## src/common/nvm_access_regs.vh

```
// register map, field positions and reset values of the parameter store access block
`ifndef NVM_ACCESS_REGS_VH
`define NVM_ACCESS_REGS_VH

// ----------------------------------------------------------------------------
// register offsets
// ----------------------------------------------------------------------------
`define OFS_EEPROM_ACCESS_KEY        8'h31
`define OFS_EEPROM_READY_STATUS      8'h32
`define OFS_EEPROM_OPERATION_CONTROL 8'h35
`define OFS_DRIVER_DISABLE_CONTROL   8'h60
`define OFS_SHADOW_CONFIG_WORD_FIRST 8'h90
`define OFS_SHADOW_CONFIG_WORD_LAST  8'h96

// ----------------------------------------------------------------------------
// store geometry
// ----------------------------------------------------------------------------
`define NVM_WORDS                    7
`define NVM_WORD_BITS                16
`define NVM_TOTAL_BITS               112

// ----------------------------------------------------------------------------
// key sequence
// ----------------------------------------------------------------------------
`define KEY_CLEAR_VALUE              16'h0000
`define KEY_UNLOCK_VALUE             16'hC0DE

// ----------------------------------------------------------------------------
// field positions
// ----------------------------------------------------------------------------
`define READY_FLAG_BIT               0
`define DRIVER_DISABLE_BIT           0
`define ACCESS_MODE_LSB              0
`define ACCESS_MODE_MSB              1
`define WRITE_SELECT_BIT             2
`define RELOAD_BIT                   3
`define SHADOW_ENABLE_BIT            4
`define ACCESS_MODE_MASS             2'h2
`define CONTROL_USED_MASK            16'h001F

// ----------------------------------------------------------------------------
// encoded motor parameter fields
// ----------------------------------------------------------------------------
`define PARAM_FIELD_MSB              6
`define PARAM_SHIFT_LSB              4
`define PARAM_MANT_MSB               3
`define RESISTANCE_DIG_MIN           11'h003

// ----------------------------------------------------------------------------
// reset values and default timing counts
// ----------------------------------------------------------------------------
`define RST_WORD                     16'h0000
`define RST_DRIVER_DISABLE           16'h0000
`define WORD_WRITE_CYCLES_DEF        8
`define WORD_READ_CYCLES_DEF         2

`endif

```

## src/core/nvm_param_access.v

```verilog
// parameter store with shadow registers, key-gated mass read and mass write
//
// Behaviour
// RULE1 - A 112-bit store of seven 16-bit words is kept, each word mirrored by a shadow register.
// RULE2 - The host powers up, leaves sleep and waits 10 ms before its first register write.
// RULE3 - The host sets the driver disable bit at driver_disable_control and the power stage stops being driven.
// RULE4 - Store operations run only after 0x0000 and then 0xC0DE are written to the key at eeprom_access_key.
// RULE5 - The ready flag in eeprom_ready_status shows readiness and the host polls it before and after an operation.
// RULE6 - A write of mass mode with write select 1 to eeprom_operation_control copies all shadow words into the store.
// RULE7 - A write of mass mode with write select 0 to eeprom_operation_control loads every store word into its shadow.
// RULE8 - The host clears the driver disable bit afterwards and motor driving resumes.
// RULE9 - The host programs only with the motor at rest, cycles power and reads back to verify.
// RULE10 - Resistance sits in bits 6:0 of the first word and velocity in bits 6:0 of the second.
// RULE11 - The resistance value is mantissa shifted left by shift, in units of 9.67 milliohm.
// RULE12 - Code 0x7F decodes to 1920 and the resistance never decodes below 3.
// RULE13 - Ready reads 0 during an operation and new operation requests are ignored meanwhile.
`timescale 1ns/10ps
`default_nettype none
`include "nvm_access_regs.vh"

module nvm_param_access #(
  parameter WORD_WRITE_CYCLES = `WORD_WRITE_CYCLES_DEF,
  parameter WORD_READ_CYCLES  = `WORD_READ_CYCLES_DEF
) (
  input  wire        mclk,
  input  wire        srst,
  input  wire        reg_wr,
  input  wire        reg_rd,
  input  wire [7:0]  reg_addr,
  input  wire [15:0] reg_wdata,
  output reg  [15:0] reg_rdata,
  output wire        driver_stage_enable,
  output wire        nvm_ready_flag,
  output reg  [10:0] resistance_dig,
  output reg  [10:0] velocity_dig
);

  // ----------------------------------------------------------------------------
  // local constants
  // ----------------------------------------------------------------------------
  localparam ST_IDLE  = 2'h0;
  localparam ST_WRITE = 2'h1;
  localparam ST_READ  = 2'h2;

  // the counts are worked out at full width, then cut to the counter widths on purpose
  localparam integer LAST_IDX_I = `NVM_WORDS - 1;
  localparam integer WR_WAIT_I  = WORD_WRITE_CYCLES - 1;
  localparam integer RD_WAIT_I  = WORD_READ_CYCLES - 1;

  localparam [2:0]   LAST_IDX   = LAST_IDX_I[2:0];
  localparam [7:0]   WR_WAIT    = WR_WAIT_I[7:0];
  localparam [7:0]   RD_WAIT    = RD_WAIT_I[7:0];

  // ----------------------------------------------------------------------------
  // state
  // ----------------------------------------------------------------------------
  reg  [1:0]  state_r;
  reg  [1:0]  state_nxt;
  reg  [2:0]  word_idx_r;
  reg  [2:0]  word_idx_nxt;
  reg  [7:0]  wait_cnt_r;
  reg  [7:0]  wait_cnt_nxt;
  reg  [15:0] access_key_r;
  reg         key_cleared_r;
  reg         unlocked_r;
  reg  [15:0] control_r;
  reg  [15:0] driver_disable_r;
  reg         stage_enable_r;
  reg         ready_r;

  wire        busy;
  wire        word_done;
  wire        host_wr_key;
  wire        host_wr_ctrl;
  wire        host_wr_shadow;
  wire        shadow_hit;
  wire [2:0]  shadow_idx;
  wire        op_request;
  wire        op_accept;
  wire        mode_is_mass;
  wire [10:0] resistance_raw;
  wire [10:0] velocity_raw;
  wire [`NVM_TOTAL_BITS-1:0] shadow_flat;

  // ----------------------------------------------------------------------------
  // register decode
  // ----------------------------------------------------------------------------
  assign busy           = (state_r != ST_IDLE);
  assign nvm_ready_flag = ready_r; // see RULE5
  assign host_wr_key    = reg_wr && (reg_addr == `OFS_EEPROM_ACCESS_KEY);
  assign host_wr_ctrl   = reg_wr && (reg_addr == `OFS_EEPROM_OPERATION_CONTROL);
  // the seven shadow words sit on consecutive offsets, so the low address bits index them
  assign shadow_hit     = (reg_addr >= `OFS_SHADOW_CONFIG_WORD_FIRST)
                          && (reg_addr <= `OFS_SHADOW_CONFIG_WORD_LAST);
  assign host_wr_shadow = reg_wr && shadow_hit;
  assign shadow_idx     = reg_addr[2:0];

  // only mass mode with shadow enable and reload both clear starts a transfer
  assign mode_is_mass = (reg_wdata[`ACCESS_MODE_MSB:`ACCESS_MODE_LSB] == `ACCESS_MODE_MASS)
                        && !reg_wdata[`SHADOW_ENABLE_BIT]
                        && !reg_wdata[`RELOAD_BIT];
  assign op_request   = host_wr_ctrl && mode_is_mass;
  assign op_accept    = op_request && unlocked_r && !busy; // see RULE4, RULE13

  // ----------------------------------------------------------------------------
  // access key
  // ----------------------------------------------------------------------------
  // any key write other than the exact pair relocks, so a stray write cannot unlock
  always @(posedge mclk) begin
    if (srst) begin
      access_key_r  <= `RST_WORD;
      key_cleared_r <= 1'b0;
      unlocked_r    <= 1'b0;
    end else if (host_wr_key) begin
      access_key_r <= reg_wdata;
      if (reg_wdata == `KEY_CLEAR_VALUE) begin
        key_cleared_r <= 1'b1; // see RULE4
        unlocked_r    <= 1'b0;
      end else if ((reg_wdata == `KEY_UNLOCK_VALUE) && key_cleared_r) begin
        key_cleared_r <= 1'b0;
        unlocked_r    <= 1'b1; // see RULE4
      end else begin
        key_cleared_r <= 1'b0;
        unlocked_r    <= 1'b0;
      end
    end
  end

  // ----------------------------------------------------------------------------
  // control and driver disable registers
  // ----------------------------------------------------------------------------
  always @(posedge mclk) begin
    if (srst) begin
      control_r        <= `RST_WORD;
      driver_disable_r <= `RST_DRIVER_DISABLE;
      stage_enable_r   <= 1'b1;
    end else begin
      if (host_wr_ctrl && !busy) begin
        control_r <= reg_wdata & `CONTROL_USED_MASK;
      end
      if (reg_wr && (reg_addr == `OFS_DRIVER_DISABLE_CONTROL)) begin
        driver_disable_r <= {15'h0000, reg_wdata[`DRIVER_DISABLE_BIT]};
        stage_enable_r   <= ~reg_wdata[`DRIVER_DISABLE_BIT]; // see RULE3, RULE8
      end
    end
  end

  // the power stage enable is the inverse of the disable bit, kept in its own flip-flop
  assign driver_stage_enable = stage_enable_r; // see RULE3, RULE8

  // ----------------------------------------------------------------------------
  // transfer sequencer
  // ----------------------------------------------------------------------------
  assign word_done = (state_r == ST_WRITE) ? (wait_cnt_r == WR_WAIT)
                                           : (wait_cnt_r == RD_WAIT);

  always @* begin
    state_nxt    = state_r;
    word_idx_nxt = word_idx_r;
    wait_cnt_nxt = wait_cnt_r;
    case (state_r)
      ST_IDLE: begin
        word_idx_nxt = 3'h0;
        wait_cnt_nxt = 8'h00;
        if (op_accept) begin
          if (reg_wdata[`WRITE_SELECT_BIT]) begin
            state_nxt = ST_WRITE; // see RULE6
          end else begin
            state_nxt = ST_READ; // see RULE7
          end
        end
      end
      ST_WRITE, ST_READ: begin
        if (word_done) begin
          wait_cnt_nxt = 8'h00;
          if (word_idx_r == LAST_IDX) begin
            state_nxt    = ST_IDLE; // see RULE5
            word_idx_nxt = 3'h0;
          end else begin
            word_idx_nxt = word_idx_r + 3'h1;
          end
        end else begin
          wait_cnt_nxt = wait_cnt_r + 8'h01;
        end
      end
      default: begin
        state_nxt    = ST_IDLE;
        word_idx_nxt = 3'h0;
        wait_cnt_nxt = 8'h00;
      end
    endcase
  end

  always @(posedge mclk) begin
    if (srst) begin
      state_r    <= ST_IDLE;
      word_idx_r <= 3'h0;
      wait_cnt_r <= 8'h00;
    end else begin
      state_r    <= state_nxt;
      word_idx_r <= word_idx_nxt;
      wait_cnt_r <= wait_cnt_nxt;
    end
  end

  // ready comes from a flip-flop so the status pin cannot glitch while the state code moves
  always @(posedge mclk) begin
    if (srst) begin
      ready_r <= 1'b1;
    end else begin
      ready_r <= (state_nxt == ST_IDLE); // see RULE5, RULE13
    end
  end

  // ----------------------------------------------------------------------------
  // shadow registers and store words
  // ----------------------------------------------------------------------------
  // each word owns its own pair of flip-flops, so no storage element has two drivers;
  // the flat bus gives the read-back and decode paths an index into the shadow words
  // the store words have no reset: srst models a logic reset, not an erase
  genvar gi;
  generate
    for (gi = 0; gi < `NVM_WORDS; gi = gi + 1) begin : g_word
      wire        slot_end;
      wire        host_load;
      reg  [15:0] shadow_word_r;
      reg  [15:0] store_word_r;

      assign slot_end  = word_done && (word_idx_r == gi);
      assign host_load = host_wr_shadow && !busy && (shadow_idx == gi);

      always @(posedge mclk) begin
        if (srst) begin
          shadow_word_r <= `RST_WORD;
        end else if ((state_r == ST_READ) && slot_end) begin
          shadow_word_r <= store_word_r; // see RULE7
        end else if (host_load) begin
          // host writes during a transfer are dropped to keep the copy coherent
          shadow_word_r <= reg_wdata; // see RULE1, RULE13
        end
      end

      always @(posedge mclk) begin
        if ((state_r == ST_WRITE) && slot_end) begin
          store_word_r <= shadow_word_r; // see RULE6, RULE1
        end
      end

      assign shadow_flat[gi*`NVM_WORD_BITS +: `NVM_WORD_BITS] = shadow_word_r;
    end
  endgenerate

  // ----------------------------------------------------------------------------
  // motor parameter decode
  // ----------------------------------------------------------------------------
  param_field_decode u_resistance_decode (
    .field_code    (shadow_flat[`PARAM_FIELD_MSB:0]),
    .digital_value (resistance_raw)
  );

  param_field_decode u_velocity_decode (
    .field_code    (shadow_flat[`NVM_WORD_BITS+`PARAM_FIELD_MSB:`NVM_WORD_BITS]),
    .digital_value (velocity_raw)
  );

  // resistance values below the supported floor are raised to it rather than passed as near-zero; velocity passes unclamped
  always @(posedge mclk) begin
    if (srst) begin
      resistance_dig <= `RESISTANCE_DIG_MIN;
      velocity_dig   <= 11'h000;
    end else begin
      if (resistance_raw < `RESISTANCE_DIG_MIN) begin
        resistance_dig <= `RESISTANCE_DIG_MIN; // see RULE12
      end else begin
        resistance_dig <= resistance_raw; // see RULE11, RULE12
      end
      velocity_dig <= velocity_raw; // see RULE10
    end
  end

  // ----------------------------------------------------------------------------
  // read-back
  // ----------------------------------------------------------------------------
  always @(posedge mclk) begin
    if (srst) begin
      reg_rdata <= 16'h0000;
    end else if (reg_rd) begin
      if (shadow_hit) begin
        reg_rdata <= shadow_flat[shadow_idx*`NVM_WORD_BITS +: `NVM_WORD_BITS];
      end else begin
        case (reg_addr)
          `OFS_EEPROM_ACCESS_KEY:        reg_rdata <= access_key_r;
          `OFS_EEPROM_READY_STATUS:      reg_rdata <= {15'h0000, ~busy}; // see RULE5
          `OFS_EEPROM_OPERATION_CONTROL: reg_rdata <= control_r;
          `OFS_DRIVER_DISABLE_CONTROL:   reg_rdata <= driver_disable_r;
          default:                       reg_rdata <= 16'h0000;
        endcase
      end
    end
  end

endmodule
`default_nettype wire

```

## src/core/param_field_decode.v

```verilog
// shift-and-mantissa decoder for a 7-bit motor parameter field
`timescale 1ns/10ps
`default_nettype none
`include "nvm_access_regs.vh"

module param_field_decode (
  input  wire [6:0]  field_code,
  output wire [10:0] digital_value
);

  wire [10:0] mantissa_ext;

  // ----------------------------------------------------------------------------
  // decode
  // ----------------------------------------------------------------------------
  assign mantissa_ext  = {7'h00, field_code[`PARAM_MANT_MSB:0]};
  // 0x7F gives 15 << 7 = 1920, the top of the range
  assign digital_value = mantissa_ext << field_code[`PARAM_FIELD_MSB:`PARAM_SHIFT_LSB]; // see RULE10

endmodule
`default_nettype wire

```

## config.mk

```make
export PLATFORM = sky130hd
export DESIGN_NAME = nvm_param_access
export DESIGN_NICKNAME = d
export VERILOG_FILES = /design/src/core/nvm_param_access.v /design/src/core/param_field_decode.v
export VERILOG_INCLUDE_DIRS = /design/src /design/src/common
export SDC_FILE = /design/constraint.sdc
export NUM_CORES = 1
export LEC_CHECK = 0
export BUFFER_PORTS_ARGS = -buffer_cell sky130_fd_sc_hd__buf_2
export CAP_MARGIN = 40
export CORE_MARGIN = 8
export CORE_UTILIZATION = 40
export CTS_CLUSTER_SIZE = 16
export DETAILED_ROUTE_END_ITERATION = 10
export GPL_ROUTABILITY_DRIVEN = 1
export SETUP_SLACK_MARGIN = 0.1
export SYNTH_ARGS = -nofsm -noshare
export SYNTH_HDL_FRONTEND = slang
export SYNTH_SLANG_ARGS = --single-unit
export TNS_END_PERCENT = 1
```

## constraint.sdc

```tcl
create_clock -name mclk -period 3.78 [get_ports mclk]
set_clock_uncertainty 0.1 [all_clocks]
set_input_delay 0.756 -clock mclk [delete_from_list [all_inputs] [get_ports mclk]]
set_output_delay 0.756 -clock mclk [all_outputs]
set_load 0.01 [all_outputs]
```

# Word-level counts from Yosys, hierarchy flattened
# Index checks and enable logic that the tools add are counted.
[totals] out_inout_bits=40 register_bits=301 elab_cells=147 input_bits=28
[op_classes] add_sub_neg=2 muxes=26 magnitude_cmp=3 shifts=3 eq_ne=22 n_reduce_logical=61 n_bitwise=3
[ops] cell="two-way mux 16 bit" n=15
[ops] cell="indexed part select 112 x 8 -> 16 bit" n=1
[ops] cell="one-hot mux 16 bit (4 select lines)" n=1
[ops] cell="logical AND 1 bit" n=41
[ops] cell="equality test 8 x 6 -> 1 bit, second input constant" n=3
[ops] cell="left shift 4 x 3 -> 11 bit" n=2
[ops] cell="equality test 3 bit, second input constant" n=6
[ops] cell="equality test 16 bit, second input constant" n=1
[ops] cell="zero test 16 bit" n=1
[ops] cell="nonzero test 2 bit" n=8
[ops] cell="equality test 3 x 2 -> 1 bit, second input constant" n=4
[ops] cell="less-than comparator 11 x 2 -> 1 bit, second input constant" n=1
[ops] cell="adder 8 x 1 -> 8 bit, second input constant" n=1
[ops] cell="equality test 8 x 1 -> 1 bit, second input constant" n=1
[ops] cell="equality test 8 x 3 -> 1 bit, second input constant" n=1
[ops] cell="equality test 8 x 7 -> 1 bit, second input constant" n=1
[ops] cell=">= comparator 8 bit, second input constant" n=1
[ops] cell="less-or-equal comparator 8 bit, second input constant" n=1
[ops] cell="two-way mux 2 bit" n=4
[ops] cell="equality test 3 x 1 -> 1 bit, second input constant" n=2
[ops] cell="zero test 3 bit" n=2
[ops] cell="OR reduction 2 bit" n=3
[ops] cell="equality test 2 bit, second input constant" n=2
[ops] cell="zero test 2 bit" n=2
[ops] cell="other kinds (8)" n=15

# Depth between registers and ports, before layout
[depth] ltp_word=9 mapped_depth=9 mapped_depth_nobuf=6

# Modules after synthesis
# From an unflattened synthesis, not the netlist that was laid out.
[unflattened] hier_cells=1188 area_unflattened_um2=13381.6
[modules_own_cells] module="nvm_param_access" seq_area_each_um2=7146.9 cells_each=1128 n_inst=1 area_each_um2=12928.6
[modules_own_cells] module="param_field_decode" seq_area_each_um2=0.0 cells_each=30 n_inst=2 area_each_um2=226.5

# Worst setup path before layout
# OpenSTA, ideal clock, no wires.
[synth_path] kind="reg-to-reg" start="reg state_r[1]" end="reg g_word[1].store_word_r[0] (enable)" path_stages_with_launch=8 slack_ns=0.483 t_required_ns=3.267 setup_time_ns=0.413 path_buffers=1 t_arrival_ns=2.785 period_less_slack_ns=3.297 cell_sequence="dfxtp_1 inv_1 ha_1 nor3_2 o211a_1 buf_6 nand3b_1 nor3b_1"
[synth_between] elab_chain_cells=4
[synth_rtl] element="from (decl)" line="nvm_param_access.v:57" source="reg [1:0] state_r;"
[synth_rtl] element="from (signal assigned)" line="nvm_param_access.v:200" source="state_r <= state_nxt;"
[synth_rtl] element="equality test 2 x 1 -> 1 bit *" line="nvm_param_access.v:154, nvm_param_access.v:244"
[synth_rtl] element="two-way mux 1 bit" line="nvm_param_access.v:154" source="assign word_done = (state_r == ST_WRITE) ? (wait_cnt_r == WR_WAIT)"
[synth_rtl] element="logical AND 1 bit" line="nvm_param_access.v:229" source="assign slot_end = word_done && (word_idx_r == gi);"
[synth_rtl] element="logical AND 1 bit *" line="nvm_param_access.v:244" source="if ((state_r == ST_WRITE) && slot_end) begin"
[synth_rtl] element="to (signal assigned)" line="nvm_param_access.v:245" source="store_word_r <= shadow_word_r;"
[synth_rtl] element="to (decl)" line="nvm_param_access.v:227" source="reg [15:0] store_word_r;"
# Every way passes the cells marked *; elsewhere a longest branch is shown, timed or not.
# A chain may end at the register's enable or synchronous reset.

# Final worst setup path
[layout_path] start="reg state_r[1]" end="reg g_word[1].store_word_r[8] (enable)"
# The elaborated chain is that of the path after synthesis.

==> run summary <==
At the pin with the least slew margin, the transition time is 0.8383 ns. Timing would allow up to 319.9 MHz. The synthesized area was 13120 um^2.

Global routing finished with a remaining overflow of 0. The fraction of synthesis flops using an asynchronous set or reset pin is 0, and the maximum count of clock buffers along a single path is 3. In this run the cell area measured after placement is 13810 um^2.

The slowest stage of the critical path is the sky130_fd_sc_hd__o211a_1 cell. In the synthesized netlist, the number of instances is 1163. When the netlist entered floorplanning its net count stood at 1197.

The run gives 1 as the number of levels the H-tree was split into. The final clock period utilization by the worst path is 0.8269. TritonCTS built the clock tree. The minimum hold slack was 0.3484 ns. For this run, the slowest stage of the critical path takes 0.57 ns. The effective utilization at floorplan was 0.4042; the core outline area was 32450 um^2. At the worst endpoint, the arrival time is 3.25 ns.

The pin count of the biggest net entering global routing was 90. Dominant delay contributor by cell family on the critical path: simple AND/OR/NAND/NOR gates. The distinct cell type count of the synthesized netlist is 64, and the non-filler instance count after layout is 1659.

The number of search-and-repair iterations in the first detailed-routing pass was 6; the routed via count was 9344. The number of antenna violations at the first check in global routing came out at 1. During synthesis, Yosys emitted a total of 0 warnings.

The basic-gate share of the synthesized area counting and, or, nand and nor cells is 0.1268. The library cells used most frequently in the layout, excluding fill and tap cells, are sky130_fd_sc_hd__dfxtp_1, sky130_fd_sc_hd__nor2_1, sky130_fd_sc_hd__mux2i_1, sky130_fd_sc_hd__edfxtp_1, sky130_fd_sc_hd__a211oi_1. Largest area contributor in the netlist: sky130_fd_sc_hd__dfxtp_1.

The worst register-to-register path begins at state_r[1]$_SDFF_PP0_. After clock tree synthesis, the setup repair step added 0 buffers. Gates resized during post-CTS repair numbered 0.

Setup slack on the worst reg-to-reg path comes out at 0.65 ns. The number of synthesized flops with an enable pin was 112. Once detail routing completed, the nets flagged for antenna violations numbered 0. Critical setup path kind: reg2reg. For this design the top-level I/O count stands at 68. For hold timing, the worst endpoint is access_key_r[3]$_SDFFE_PP0P_. The count of final hold-check violations was 0. Measured in cells, the most critical reg-to-reg path has a length of 7.

The final layout contains 1227 nets. Headroom to the max-slew limit: 0.4391. The tools report the origin of the worst min-delay path as access_key_r[3]$_SDFFE_PP0P_. Counting instances, the worst hold path has a depth of 2. After routing the design area is 14750 um^2. The endpoint identified for the worst register-to-register timing path is g_word[1].store_word_r[8]$_DFFE_PP_. The number of placed instances, taps included, is 1602.

Class of the tightest hold or removal check: reg2reg. Across the run, the number of max-cap violations was 0. After synthesis, the cell types taking the most area are sky130_fd_sc_hd__dfxtp_1, sky130_fd_sc_hd__edfxtp_1, sky130_fd_sc_hd__mux2i_1. From synthesis to final layout, the design area changed by 12.47%.

The wire length after detailed routing came out at 35.57 mm. The critical path contains buffers and inverters numbering 2 combined. The core utilization of the finished layout was 0.4546.

Summed over all nets, the half-perimeter wirelength after detailed placement is 22.82 mm. Time the worst path needs with I/O delays and setup: 3.126 ns. The average routed wire per standard cell works out to 21.44 um. Buffers inserted to repair hold after CTS numbered 0.

Max-slew violation count: 0. The run gives 9277 as the number of global-route vias before repair. The xor/xnor share of the synthesized area is 0.004006, and the total of endpoints with negative setup slack in the final report is 0. The highest fanout seen on the critical path was 16; the layout cell share with drive strength beyond 1 was 0.1668. The library cell used most frequently in the layout, excluding fill and tap cells, is sky130_fd_sc_hd__dfxtp_1.

The clock insertion delay at the later pin of the skew report is 0.56 ns. The largest family of logic cells by synthesized area was multiplexers. The congestion estimate from routability-driven global placement came to 0.8331. Synthesized-area fraction occupied by adder cells: 0.005723. The total of flip-flops plus latches after synthesis was 301. The part of the Yosys area used for sequential elements is 0.5448, and the number of diodes is 0. The worst path required time is 3.90 ns. The areal power density over the cells was 432.9 nW/um^2; the floorplan row count was 66.

The area fraction in compound gates after synthesis came out at 0.1379. Among all flip-flop cells after synthesis, the most frequent one is sky130_fd_sc_hd__dfxtp_1. The number of DRC violations after detailed routing is 0. Setup repair after global routing left no endpoint under its margin.

The first global-routing pass estimated 55.38 mm of wire. The signal on the critical path passes through inv_1, ha_1, nor3_2, o211a_1, nand3b_1, nor3b_2, buf_4. The flow ran to the end, and the final reports show no timing, DRC or antenna violations. Root buffer cell: sky130_fd_sc_hd__clkbuf_16. After clock tree synthesis, the clock-pin slew on the worst setup and hold paths is 0.06 ns. In this run the vertical extent of the chip is 197.1 um.

The overall fraction of global-route tracks in use came out at 0.1805. The detailed router finished its first iteration with 705 violations. The clock drives 301 sinks. The tools report the type of origin of the critical path as a flip-flop. The standby leakage power is 5.523 nW. VDD sags by at most 0.3092 mV.

The count of input and output buffers was 67. The top cell type's share of synthesized area is 0.2884, and the number of clock buffers inserted by TritonCTS is 31. Multiplexer share of the synthesized area: 0.1394. The critical path capture point type was a flip-flop. The die covers 38840 um^2. Mean number of vias per cell: 5.632. The run gives 0 ns as the accumulated negative setup slack.

The horizontal extent of the die was 197.1 um. In this run the mean area of a mapped cell was 11.28 um^2.
worst register-to-register path: stages, from the launching register on:
cell                       delay [ns]
sky130_fd_sc_hd__dfxtp_1         0.44
sky130_fd_sc_hd__inv_1           0.09
sky130_fd_sc_hd__ha_1            0.25
sky130_fd_sc_hd__nor3_2          0.43
sky130_fd_sc_hd__o211a_1         0.57
sky130_fd_sc_hd__nand3b_1        0.34
sky130_fd_sc_hd__nor3b_2         0.25
sky130_fd_sc_hd__buf_4           0.30
Yosys cell counts, types with 7 or more instances:
master,number
sky130_fd_sc_hd__nand3_1,9
sky130_fd_sc_hd__o21ai_0,31
sky130_fd_sc_hd__buf_6,7
sky130_fd_sc_hd__nor2_1,153
sky130_fd_sc_hd__a22oi_1,13
sky130_fd_sc_hd__buf_2,20
sky130_fd_sc_hd__a21oi_1,26
sky130_fd_sc_hd__nand2b_1,11
sky130_fd_sc_hd__inv_1,21
sky130_fd_sc_hd__dfxtp_1,189
sky130_fd_sc_hd__mux4_2,13
sky130_fd_sc_hd__nor3b_1,7
sky130_fd_sc_hd__o221ai_1,14
sky130_fd_sc_hd__a211oi_2,20
sky130_fd_sc_hd__nor3_1,24
sky130_fd_sc_hd__clkbuf_1,63
sky130_fd_sc_hd__a211oi_1,97
sky130_fd_sc_hd__nor2b_1,9
sky130_fd_sc_hd__nand2_1,51
sky130_fd_sc_hd__o211ai_1,8
sky130_fd_sc_hd__mux2i_1,150
sky130_fd_sc_hd__edfxtp_1,112
cell type report:
cell class,count,area (um^2)
flip-flops and latches,301,7147
clock buffers,41,863.3
repair buffers,95,568.0
multi-input cells,743,5461
inverters,21,78.83
clock inverters,16,81.33
fillers,3013,17700
well taps,442,553.0
cell families (layout without fill, tap and decap cells):
group / Yosys count / after routing
flip-flops: 301 / 301
multiplexers: 166 / 166
adder cells (fa/ha/maj): 6 / 6
AND/OR/NAND/NOR: 325 / 325
AO/OA/AOI/OAI: 240 / 240
XOR/XNOR: 6 / 6
buffers and inverters: 119 / 173
layer usage:
metal	wire (um)	vias up	GRT usage
met4	1077	2	0.06297
met1	16280	4605	0.2492
met2	16260	274	0.2857
met3	1933	66	0.02692
li1	-	4397	-
met5	16	-	0
metrics by stage:
stage	worst slack, ns	total power (W)
after CTS	0.6685	0.006445
final	0.6544	0.006386
after global placement	0.7338	0.003620
after floorplan	0.4826	0.003540
after detailed placement	0.6839	0.003620
after global routing	0.5316	0.006581
worst max path at each step:
stage / cells past startpoint / startpoint / to
after detailed placement: 7 / state_r[1]$_SDFF_PP0_ / g_word[1].store_word_r[9]$_DFFE_PP_
after CTS: 7 / state_r[1]$_SDFF_PP0_ / g_word[1].store_word_r[8]$_DFFE_PP_
after global routing: 7 / state_r[1]$_SDFF_PP0_ / g_word[1].store_word_r[9]$_DFFE_PP_
after global placement: 7 / state_r[1]$_SDFF_PP0_ / g_word[1].store_word_r[9]$_DFFE_PP_
final: 7 / state_r[1]$_SDFF_PP0_ / g_word[1].store_word_r[8]$_DFFE_PP_
after floorplan: 7 / state_r[1]$_SDFF_PP0_ / g_word[1].store_word_r[0]$_DFFE_PP_
flip-flops by register name, summed over array words and instances, names as in the netlist:
signal and flops:
access_key_r 16, control_r 5, driver_disable_r 1, driver_stage_enable 1, g_word.shadow_word_r 112, g_word.store_word_r 112, key_cleared_r 1, nvm_ready_flag 1
reg_rdata 16, resistance_dig 11, state_r 2, unlocked_r 1, velocity_dig 11, wait_cnt_r 8, word_idx_r 3
power by group:
group	internal [W]	leakage (nW)	total, W	switching (W)
Sequential	0.00334	2.56	0.00334	0.00000327
Combinational	0.0000542	2.49	0.000206	0.000152
Clock	0.00160	0.470	0.00284	0.00124
Total	0.00499	5.52	0.00639	0.00140
Note: power is estimated with default switching activity, not from simulation.
